--- src/hw/flr_pkg.sv ---
// Shared constants for the function-level reset handshake
package flr_pkg;
    // Application clock, either 125 or 250 MHz
    localparam int APP_CLK_MHZ_LOW = 125;
    localparam int APP_CLK_MHZ_HIGH = 250;
    localparam int APP_CLK_MHZ = APP_CLK_MHZ_LOW;
    // Device control register reset field position
    localparam int DEVCTL_RESET_BIT = 15;
    // Physical function count in the reduced configuration
    localparam int NUM_PF = 2;
    // Virtual function count and its index width
    localparam int NUM_VF = 64;
    localparam int VF_W = $clog2(NUM_VF);
    // Deadline for the application answer, microseconds
    localparam int RESET_DEADLINE_US = 100;
    localparam int RESET_DEADLINE_CYC = RESET_DEADLINE_US * APP_CLK_MHZ;
    // Default application work time in cycles
    localparam int APP_WORK_CYC = 16;
endpackage

--- src/hw/flr_if.sv ---
// Interface joining the bridge end and the application end
`timescale 1ns/1ps
interface flr_if #(
    parameter int NPF = 2,
    parameter int VFW = 6
) (
    input wire logic clk,
    input wire logic rst
);
    logic [NPF-1:0] pf_reset_active;
    logic [NPF-1:0] pf_reset_done;
    logic vf_reset_request;
    logic [NPF-1:0] vf_reset_owner_pf;
    logic [VFW-1:0] vf_reset_offset;
    logic vf_reset_complete;
    logic [NPF-1:0] vf_complete_owner_pf;
    logic [VFW-1:0] vf_complete_index;

    modport bridge (
        input clk, rst, pf_reset_done, vf_reset_complete,
        input vf_complete_owner_pf, vf_complete_index,
        output pf_reset_active, vf_reset_request,
        output vf_reset_owner_pf, vf_reset_offset
    );
    modport app (
        input clk, rst, pf_reset_active, vf_reset_request,
        input vf_reset_owner_pf, vf_reset_offset,
        output pf_reset_done, vf_reset_complete,
        output vf_complete_owner_pf, vf_complete_index
    );
endinterface

--- src/hw/flr_bridge.sv ---
// Bridge end: raises function resets and tracks completion
`timescale 1ns/1ps
module flr_bridge
    import flr_pkg::*;
#(
    parameter int NPF = NUM_PF,
    parameter int VFW = VF_W,
    parameter int DEADLINE = RESET_DEADLINE_CYC
) (
    flr_if.bridge link,
    // Device control register writes
    input wire logic cfg_wr,
    input wire logic cfg_is_vf,
    input wire logic [NPF-1:0] cfg_pf,
    input wire logic [VFW-1:0] cfg_vf,
    input wire logic [15:0] cfg_data,
    // Function re-enable and status
    output logic [NPF-1:0] pf_enabled,
    output logic [NPF-1:0] pf_late,
    output logic vf_late,
    output logic vf_done_seen,
    output logic [NPF-1:0] vf_done_pf,
    output logic [VFW-1:0] vf_done_index
);
    typedef struct packed {
        logic [NPF-1:0] act;
        logic [NPF-1:0] en;
        logic [NPF-1:0] late;
        logic [NPF-1:0][31:0] cnt;
        logic req;
        logic [NPF-1:0] rpf;
        logic [VFW-1:0] rvf;
        logic vwait;
        logic [31:0] vcnt;
        logic vlate;
        logic vseen;
        logic [NPF-1:0] dpf;
        logic [VFW-1:0] dvf;
    } st_t;

    st_t s_r, s_nxt;
    logic hit;

    // Single clock domain for every port
    assign hit = cfg_wr & cfg_data[DEVCTL_RESET_BIT];

    // Next-state logic
    always_comb begin
        s_nxt = s_r;
        s_nxt.req = 1'b0;
        s_nxt.vseen = 1'b0;
        // PF tracking, one bit per function
        for (int i = 0; i < NPF; i++) begin
            if (s_r.act[i]) begin
                if (link.pf_reset_done[i]) begin
                    s_nxt.act[i] = 1'b0;
                    s_nxt.en[i] = 1'b1;
                end else if (s_r.cnt[i] != 32'h0000_0000) begin
                    s_nxt.cnt[i] = s_r.cnt[i] - 32'h0000_0001;
                end else begin
                    s_nxt.late[i] = 1'b1; // Watch deadline
                end
            end
            // A new write wins over a same-cycle done
            if (hit && !cfg_is_vf && cfg_pf == NPF'(i)) begin
                s_nxt.act[i] = 1'b1;
                s_nxt.en[i] = 1'b0;
                s_nxt.late[i] = 1'b0;
                s_nxt.cnt[i] = 32'(DEADLINE);
            end
        end
        // VF completion tracking
        if (link.vf_reset_complete) begin
            s_nxt.vwait = 1'b0;
            s_nxt.vseen = 1'b1;
            s_nxt.dpf = link.vf_complete_owner_pf;
            s_nxt.dvf = link.vf_complete_index;
        end else if (s_r.vwait) begin
            if (s_r.vcnt != 32'h0000_0000) begin
                s_nxt.vcnt = s_r.vcnt - 32'h0000_0001;
            end else begin
                s_nxt.vlate = 1'b1;
            end
        end
        if (hit && cfg_is_vf) begin
            s_nxt.req = 1'b1; // One-cycle pulse
            s_nxt.rpf = cfg_pf;
            s_nxt.rvf = cfg_vf;
            s_nxt.vwait = 1'b1;
            s_nxt.vlate = 1'b0;
            s_nxt.vcnt = 32'(DEADLINE);
        end
    end

    // State register
    always_ff @(posedge link.clk or posedge link.rst) begin
        if (link.rst) begin
            s_r <= '0;
        end else begin
            s_r <= s_nxt;
        end
    end

    assign link.pf_reset_active = s_r.act;
    assign link.vf_reset_request = s_r.req;
    assign link.vf_reset_owner_pf = s_r.rpf;
    assign link.vf_reset_offset = s_r.rvf;
    assign pf_enabled = s_r.en;
    assign pf_late = s_r.late;
    assign vf_late = s_r.vlate;
    assign vf_done_seen = s_r.vseen;
    assign vf_done_pf = s_r.dpf;
    assign vf_done_index = s_r.dvf;
endmodule

--- src/flat_wrapper.sv ---
// flat-port wrapper written by rule: the top's interface ports become plain ports
module flr_bridge_flat import flr_pkg::*;
#(
    parameter int NPF = NUM_PF,
    parameter int VFW = VF_W,
    parameter int DEADLINE = RESET_DEADLINE_CYC
)
  (cfg_wr, cfg_is_vf, cfg_pf, cfg_vf, cfg_data, pf_enabled, pf_late, vf_late, vf_done_seen, vf_done_pf, vf_done_index, clk, rst, link_pf_reset_done, link_vf_reset_complete, link_vf_complete_owner_pf, link_vf_complete_index, link_pf_reset_active, link_vf_reset_request, link_vf_reset_owner_pf, link_vf_reset_offset);
  flr_if #(.NPF(NPF), .VFW(VFW)) link_i (.clk(clk), .rst(rst));
  input wire logic cfg_wr;
  input wire logic cfg_is_vf;
  input wire logic [NPF-1:0] cfg_pf;
  input wire logic [VFW-1:0] cfg_vf;
  input wire logic [15:0] cfg_data;
  output logic [NPF-1:0] pf_enabled;
  output logic [NPF-1:0] pf_late;
  output logic vf_late;
  output logic vf_done_seen;
  output logic [NPF-1:0] vf_done_pf;
  output logic [VFW-1:0] vf_done_index;
  input wire logic clk;
  input wire logic rst;
  input wire logic [$bits(link_i.pf_reset_done)-1:0] link_pf_reset_done;
  input wire logic [$bits(link_i.vf_reset_complete)-1:0] link_vf_reset_complete;
  input wire logic [$bits(link_i.vf_complete_owner_pf)-1:0] link_vf_complete_owner_pf;
  input wire logic [$bits(link_i.vf_complete_index)-1:0] link_vf_complete_index;
  output wire logic [$bits(link_i.pf_reset_active)-1:0] link_pf_reset_active;
  output wire logic [$bits(link_i.vf_reset_request)-1:0] link_vf_reset_request;
  output wire logic [$bits(link_i.vf_reset_owner_pf)-1:0] link_vf_reset_owner_pf;
  output wire logic [$bits(link_i.vf_reset_offset)-1:0] link_vf_reset_offset;
  assign link_i.pf_reset_done = link_pf_reset_done;
  assign link_i.vf_reset_complete = link_vf_reset_complete;
  assign link_i.vf_complete_owner_pf = link_vf_complete_owner_pf;
  assign link_i.vf_complete_index = link_vf_complete_index;
  assign link_pf_reset_active = link_i.pf_reset_active;
  assign link_vf_reset_request = link_i.vf_reset_request;
  assign link_vf_reset_owner_pf = link_i.vf_reset_owner_pf;
  assign link_vf_reset_offset = link_i.vf_reset_offset;
  flr_bridge #(.NPF(NPF), .VFW(VFW), .DEADLINE(DEADLINE)) u_core (.link(link_i), .cfg_wr(cfg_wr), .cfg_is_vf(cfg_is_vf), .cfg_pf(cfg_pf), .cfg_vf(cfg_vf), .cfg_data(cfg_data), .pf_enabled(pf_enabled), .pf_late(pf_late), .vf_late(vf_late), .vf_done_seen(vf_done_seen), .vf_done_pf(vf_done_pf), .vf_done_index(vf_done_index));
endmodule
--- config.mk ---
export PLATFORM = sky130hd
export DESIGN_NAME = flr_bridge_flat
export DESIGN_NICKNAME = d
export VERILOG_FILES = /design/src/hw/flr_pkg.sv /design/src/hw/flr_if.sv /design/src/hw/flr_bridge.sv /design/src/flat_wrapper.sv
export SDC_FILE = /design/constraint.sdc
export NUM_CORES = 1
export LEC_CHECK = 0
export BUFFER_PORTS_ARGS = -buffer_cell sky130_fd_sc_hd__buf_2
export CELL_PAD_IN_SITES_DETAIL_PLACEMENT = 1
export CELL_PAD_IN_SITES_GLOBAL_PLACEMENT = 1
export CORE_MARGIN = 2
export CORE_UTILIZATION = 42
export DETAILED_ROUTE_END_ITERATION = 12
export GPL_TIMING_DRIVEN = 0
export PLACE_DENSITY = 0.85
export RECOVER_POWER = 25
export SLEW_MARGIN = 10
export SYNTH_ARGS = -nofsm -noshare
export SYNTH_HDL_FRONTEND = slang
export SYNTH_SLANG_ARGS = --single-unit
--- constraint.sdc ---
create_clock -name clk -period 4.2 [get_ports clk]
set_input_delay 0.84 -clock clk [delete_from_list [all_inputs] [get_ports clk]]
set_output_delay 0.84 -clock clk [all_outputs]
set_load 0.005 [all_outputs]
Yosys cells after proc, flatten, opt, wreduce, memory -nomap -nowiden. Index checks and enable logic that the tools add are counted.

Register bits after elaboration: 122. Output and inout port bits: 25.

Add/subtract/negate cells: 3. Bitwise operators: 1. Equal/unequal tests: 7. Reductions and logical operators: 26. Muxes and demuxes: 35.

Operator list (number): two-way mux 32 bit (9); nonzero test 32 bit (3); subtractor 32 x 1 -> 32 bit, second input constant (3); two-way mux 33 bit (2); two-way mux 43 bit (1); two-way mux 1 bit (22); AND reduction 3 bit (6); nonzero test 2 bit (9); two-way mux 9 bit (1); != test 2 x 1 -> 1 bit, second input constant (3); != test 2 bit, second input constant (3); logical AND 1 bit (4); AND reduction 2 bit (2); == test 2 x 1 -> 1 bit, second input constant (1); zero test 2 bit (1); AND 1 bit (1); zero test 1 bit (1).

Longest topological paths before layout.
Depth after elaboration: 5. Mapped depth: 9.

Worst setup path before layout. Ideal clock, no wire load.

Path type: input to register. From: input port cfg_pf[1]. To: register u_core.s_r[112] (netlist bit). Setup slack: 1.707 ns. Arrival: 2.415 ns. Stages on the path: 5. Library setup time: 0.078 ns. Path through: nand4bb_1 > o21a_1 > or4_1 > or4_1 > a21oi_1.

Word-level cells in the longest chain between the ends: 4. Elaborated cells between the ends (all ways): 7. Those cells by class: eq/ne (2); mux (1); reduce/logical (4).

RTL lines: from (decl) (RTL line flat_wrapper.sv:12) `input wire logic [NPF-1:0] cfg_pf;`; == test 2 x 1 -> 1 bit (*) (RTL line flr_bridge.sv:65) `if (hit && !cfg_is_vf && cfg_pf == NPF'(i)) begin`; logical AND 1 bit (*) (RTL line flr_bridge.sv:65); != test 2 x 1 -> 1 bit (no source line) / nonzero test 2 bit (equally long branches); AND reduction 3 bit (no source line); to (signal assigned) (RTL line flr_bridge.sv:100) `s_r <= s_nxt;`; to (decl) (RTL line flr_bridge.sv:41) `st_t s_r, s_nxt;`.

Every way passes the cells marked *; elsewhere a longest branch is shown, timed or not. A chain may end at the register's enable or synchronous reset.

Worst setup path after layout.
From: register u_core.s_r[52] (netlist bit). To: register u_core.s_r[68] (netlist bit).

Word-level cells in the longest chain between the ends: 5. Elaborated cells between the ends (all ways): 8. Those cells by class: add/sub (1); mux (4); reduce/logical (3).

RTL lines: subtractor 32 x 1 -> 32 bit (RTL line flr_bridge.sv:59) `s_nxt.cnt[i] = s_r.cnt[i] - 32'h0000_0001;`; two-way mux 32 bit (RTL line flr_bridge.sv:58) `end else if (s_r.cnt[i] != 32'h0000_0000) begin`; two-way mux 32 bit (RTL line flr_bridge.sv:55) `if (link.pf_reset_done[i]) begin`; two-way mux 32 bit (RTL line flr_bridge.sv:54) `if (s_r.act[i]) begin`; two-way mux 32 bit (RTL line flr_bridge.sv:65).

Several ways; a longest one is shown, not always the timed one. The select of a mux whose other input is x is not followed.

==> flow_summary.yaml <==
worst_setup_path:
  cp.required_ns: 4.54
  endpoint_kind: "register"
  path_class: "register to register"
  start_kind: "register"
  r2r_slack_ns: 1.06
  critPathMaxFanout: 7
  critPathArrivalTime_ns: 3.48
timing:
  slew_headroom_pct: -41.1
  max_freq_ghz: 0.319
  fin_skew_ns: 0.00754
  hold_viol_final: 0
  setup_viol: 0
  tightest_slew_ns: 2.10
  rsz0062_at_grt: "no"
  period_share_pct: 74.7
  fin_crit_ns: 3.14
  slew_viol_final: 46
cts:
  clkTransAtPathRegs_ns: 0.06
  cts_max_level: 4
  cts_tree: "built"
  insertion_delay_ns: 0.43
  cts.sinks: 122
  hold_buffers: 0
  cts-root-buf: "clkbuf_16"
  clock_path_buffers: 2
  cts_made_buffers: 17
  cts.repair.resized: 0
  postCtsSetupBuffers: 0
drt:
  vias_per_cell: 6.14
  num_vias: 5780
  drtAntennaViolNets: 0
  drt_iter0_markers: 347
  drc_errors: 0
  dr.pass1.iters: 4
  wl_per_cell_um: 19.3
  routed_wl_um: 18200
synthesis:
  synthArstFlopShare_pct: 100
  synth_top_area_share_pct: 47.7
  ys_top_cells_by_area: "dfrtp_1 (48%), or4_1 (5.6%), a21oi_1 (4.7%)"
  synthTopCellsByCount: "dfrtp_1 (122), a21oi_1 (60), nand2_1 (51)"
  synthMuxAreaShare_pct: 2.03
  syn_nets: 715
  ys_ff_latch: 122
  synthXorXnorAreaFrac_pct: 1.51
  synth_seq_area_share_pct: 47.7
  yosys.area.top_type: "dfrtp_1"
  syn_area_um2: 6400
  synth_top_family_by_area: "simple AND/OR/NAND/NOR gates"
  syn_area_per_cell_um2: 9.50
  synth_most_common_cell: "dfrtp_1"
  synth-edff-count: 0
  netlist_instances: 673
  yosys.area_share.simple_pct: 27.0
  ys.flop_type: "dfrtp_1"
  ys_types: 51
  synth_adder_area_share_pct: 0.587
  synth_warnings: 0
  synth_compound_gate_area_share_pct: 16.0
placed_design:
  dp_hpwl_um: 11900
  dp.cells: 910
  io_buffers: 48
  gp_congestion: 0.846
floorplanning:
  start_util_pct: 42.5
  io-pin-count: 64
  core_um2: 15000
  rows: 45
  die_area_um2: 16200
  fp.dieH_um: 127
  die_x_um: 127
pwr:
  ir_drop_v: 0.000363
  power_leakage_nw: 3.27
  power_density_nw_per_um2: 502
  p_seq_share_pct: 39.6
  power_frac_clock_pct: 44.6
  switchingPower_mw: 1.08
  power_frac_comb_pct: 15.8
  swShare_pct: 28.4
  internal_power_mw: 2.72
global_route:
  overflow: 0
  grtUsageMet3_pct: 5.28
  top_usage_layer: "met2"
  grt_use_total_pct: 23.8
  antenna_found_initial: 0
  use_met2_pct: 41.0
  met1_usage_pct: 29.2
  grt_max_degree: 78
  grt_pass1_vias: 6164
  grt_pass1_wl_um: 30800
job:
  drv_cap: 1
finish:
  area_growth_pct: 18.4
  instances_no_fill: 941
  finish.utilization_pct: 50.4
  fillerInstances: 1715
  antenna_cells: 0
  nets: 783
  drive_gt1_share_pct: 17.8
status:
  violations: "max-capacitance violations, max-slew violations"
  outcome: "complete, but fails checks"
worst_hold_path:
  hold_class: "register to register"
## kinds of logic after synthesis
logic type,after synthesis
AO/OA/AOI/OAI,164
XOR/XNOR,11
adder cells (fa/ha/maj),3
buffers and inverters,62
flip-flops,122
multiplexers,12
AND/OR/NAND/NOR,299
## routing by layer
metal	vias up	wire length, um
met3	32	651
met2	123	9300
li1	2673	-
met1	2952	7840
met4	0	365
met5	-	0
## path summary, 6_finish.rpt
check / from / end / cells past startpoint
setup / recovery: u_core.s_r[52]$_DFFE_PP0P_ / u_core.s_r[68]$_DFFE_PP0P_ / 7
hold / removal: u_core.link.vf_reset_owner_pf[1]$_DFFE_PP0P_ / u_core.link.vf_reset_owner_pf[1]$_DFFE_PP0P_ / 2
setup reg to reg: u_core.s_r[52]$_DFFE_PP0P_ / u_core.s_r[68]$_DFFE_PP0P_ / 7
hold reg to reg: u_core.link.vf_reset_owner_pf[1]$_DFFE_PP0P_ / u_core.link.vf_reset_owner_pf[1]$_DFFE_PP0P_ / 2
max in group asynchronous: rst / u_core.s_r[37]$_DFFE_PP0P_ / 3
min in group asynchronous: rst / u_core.s_r[83]$_DFFE_PP0P_ / 2
## placed cells by master, fill, tap and decap left out, drive strengths merged, types with 7 or more instances in the layout
master,n
a21oi,60
buf,74
clkbuf,45
dfrtp,122
inv,9
mux2,8
nand2,51
nand2b,13
nand3,20
nand4,9
nor2,47
nor3,14
nor4,22
o211ai,7
o21ai,31
o31ai,31
o41ai,8
or2,8
or3,40
or4,51
xor2,9
## metrics by stage
step | total power [mW] | hold slack (ns) | setup WS, ns | cell area, um2 | TNS, ns
3_5_place_dp | 2.09 | 0.466 | 1.11 | 6900 | 0
4_1_cts | 3.82 | 0.438 | 1.12 | 7580 | 0
6_report | 3.80 | 0.477 | 1.06 | 7570 | 0
3_3_place_gp | 2.03 | 0.465 | -1.33 | 6870 | -161.59
5_1_grt | 3.97 | 0.506 | 0.880 | 7570 | 0
2_1_floorplan | 1.89 | 0.447 | 0.117 | 6400 | 0
## final cells by class
cell class	count	area [um2]	area share [%]
plain buffers	51	288	3.80
multi-input cells	489	3010	39.8
clock buffers	19	453	5.98
clock inverters	12	220	2.91
well taps	188	235	3.11
repair buffers	49	267	3.52
flip-flops and latches	122	3050	40.3
inverters	11	42.5	0.562
## power by group through the flow
stage | Combinational (mW) | Sequential, mW | Clock [mW]
6_report | 0.598 | 1.50 | 1.69
5_1_grt | 0.670 | 1.53 | 1.77
4_1_cts | 0.603 | 1.50 | 1.71
3_5_place_dp | 0.584 | 1.51 | 0
3_3_place_gp | 0.540 | 1.49 | 0
2_1_floorplan | 0.430 | 1.46 | 0
## critical path, stage by stage, from the launching register on
cell	delay [ns]
dfrtp_1	0.42
inv_1	0.08
ha_1	0.17
or3b_2	0.55
nor4_1	0.64
o211ai_1	0.47
or4_1	0.53
a21oi_1	0.20
## registers in the layout, indices dropped and copies added (netlist names)
name / flops
u_core.link.pf_reset_active: 2
u_core.link.vf_reset_offset: 6
u_core.link.vf_reset_owner_pf: 2
u_core.link.vf_reset_request: 1
u_core.pf_enabled: 2
u_core.pf_late: 2
u_core.s_r: 97
u_core.vf_done_index: 6
u_core.vf_done_pf: 2
u_core.vf_done_seen: 1
u_core.vf_late: 1
Power figures use the tool's default switching activity.
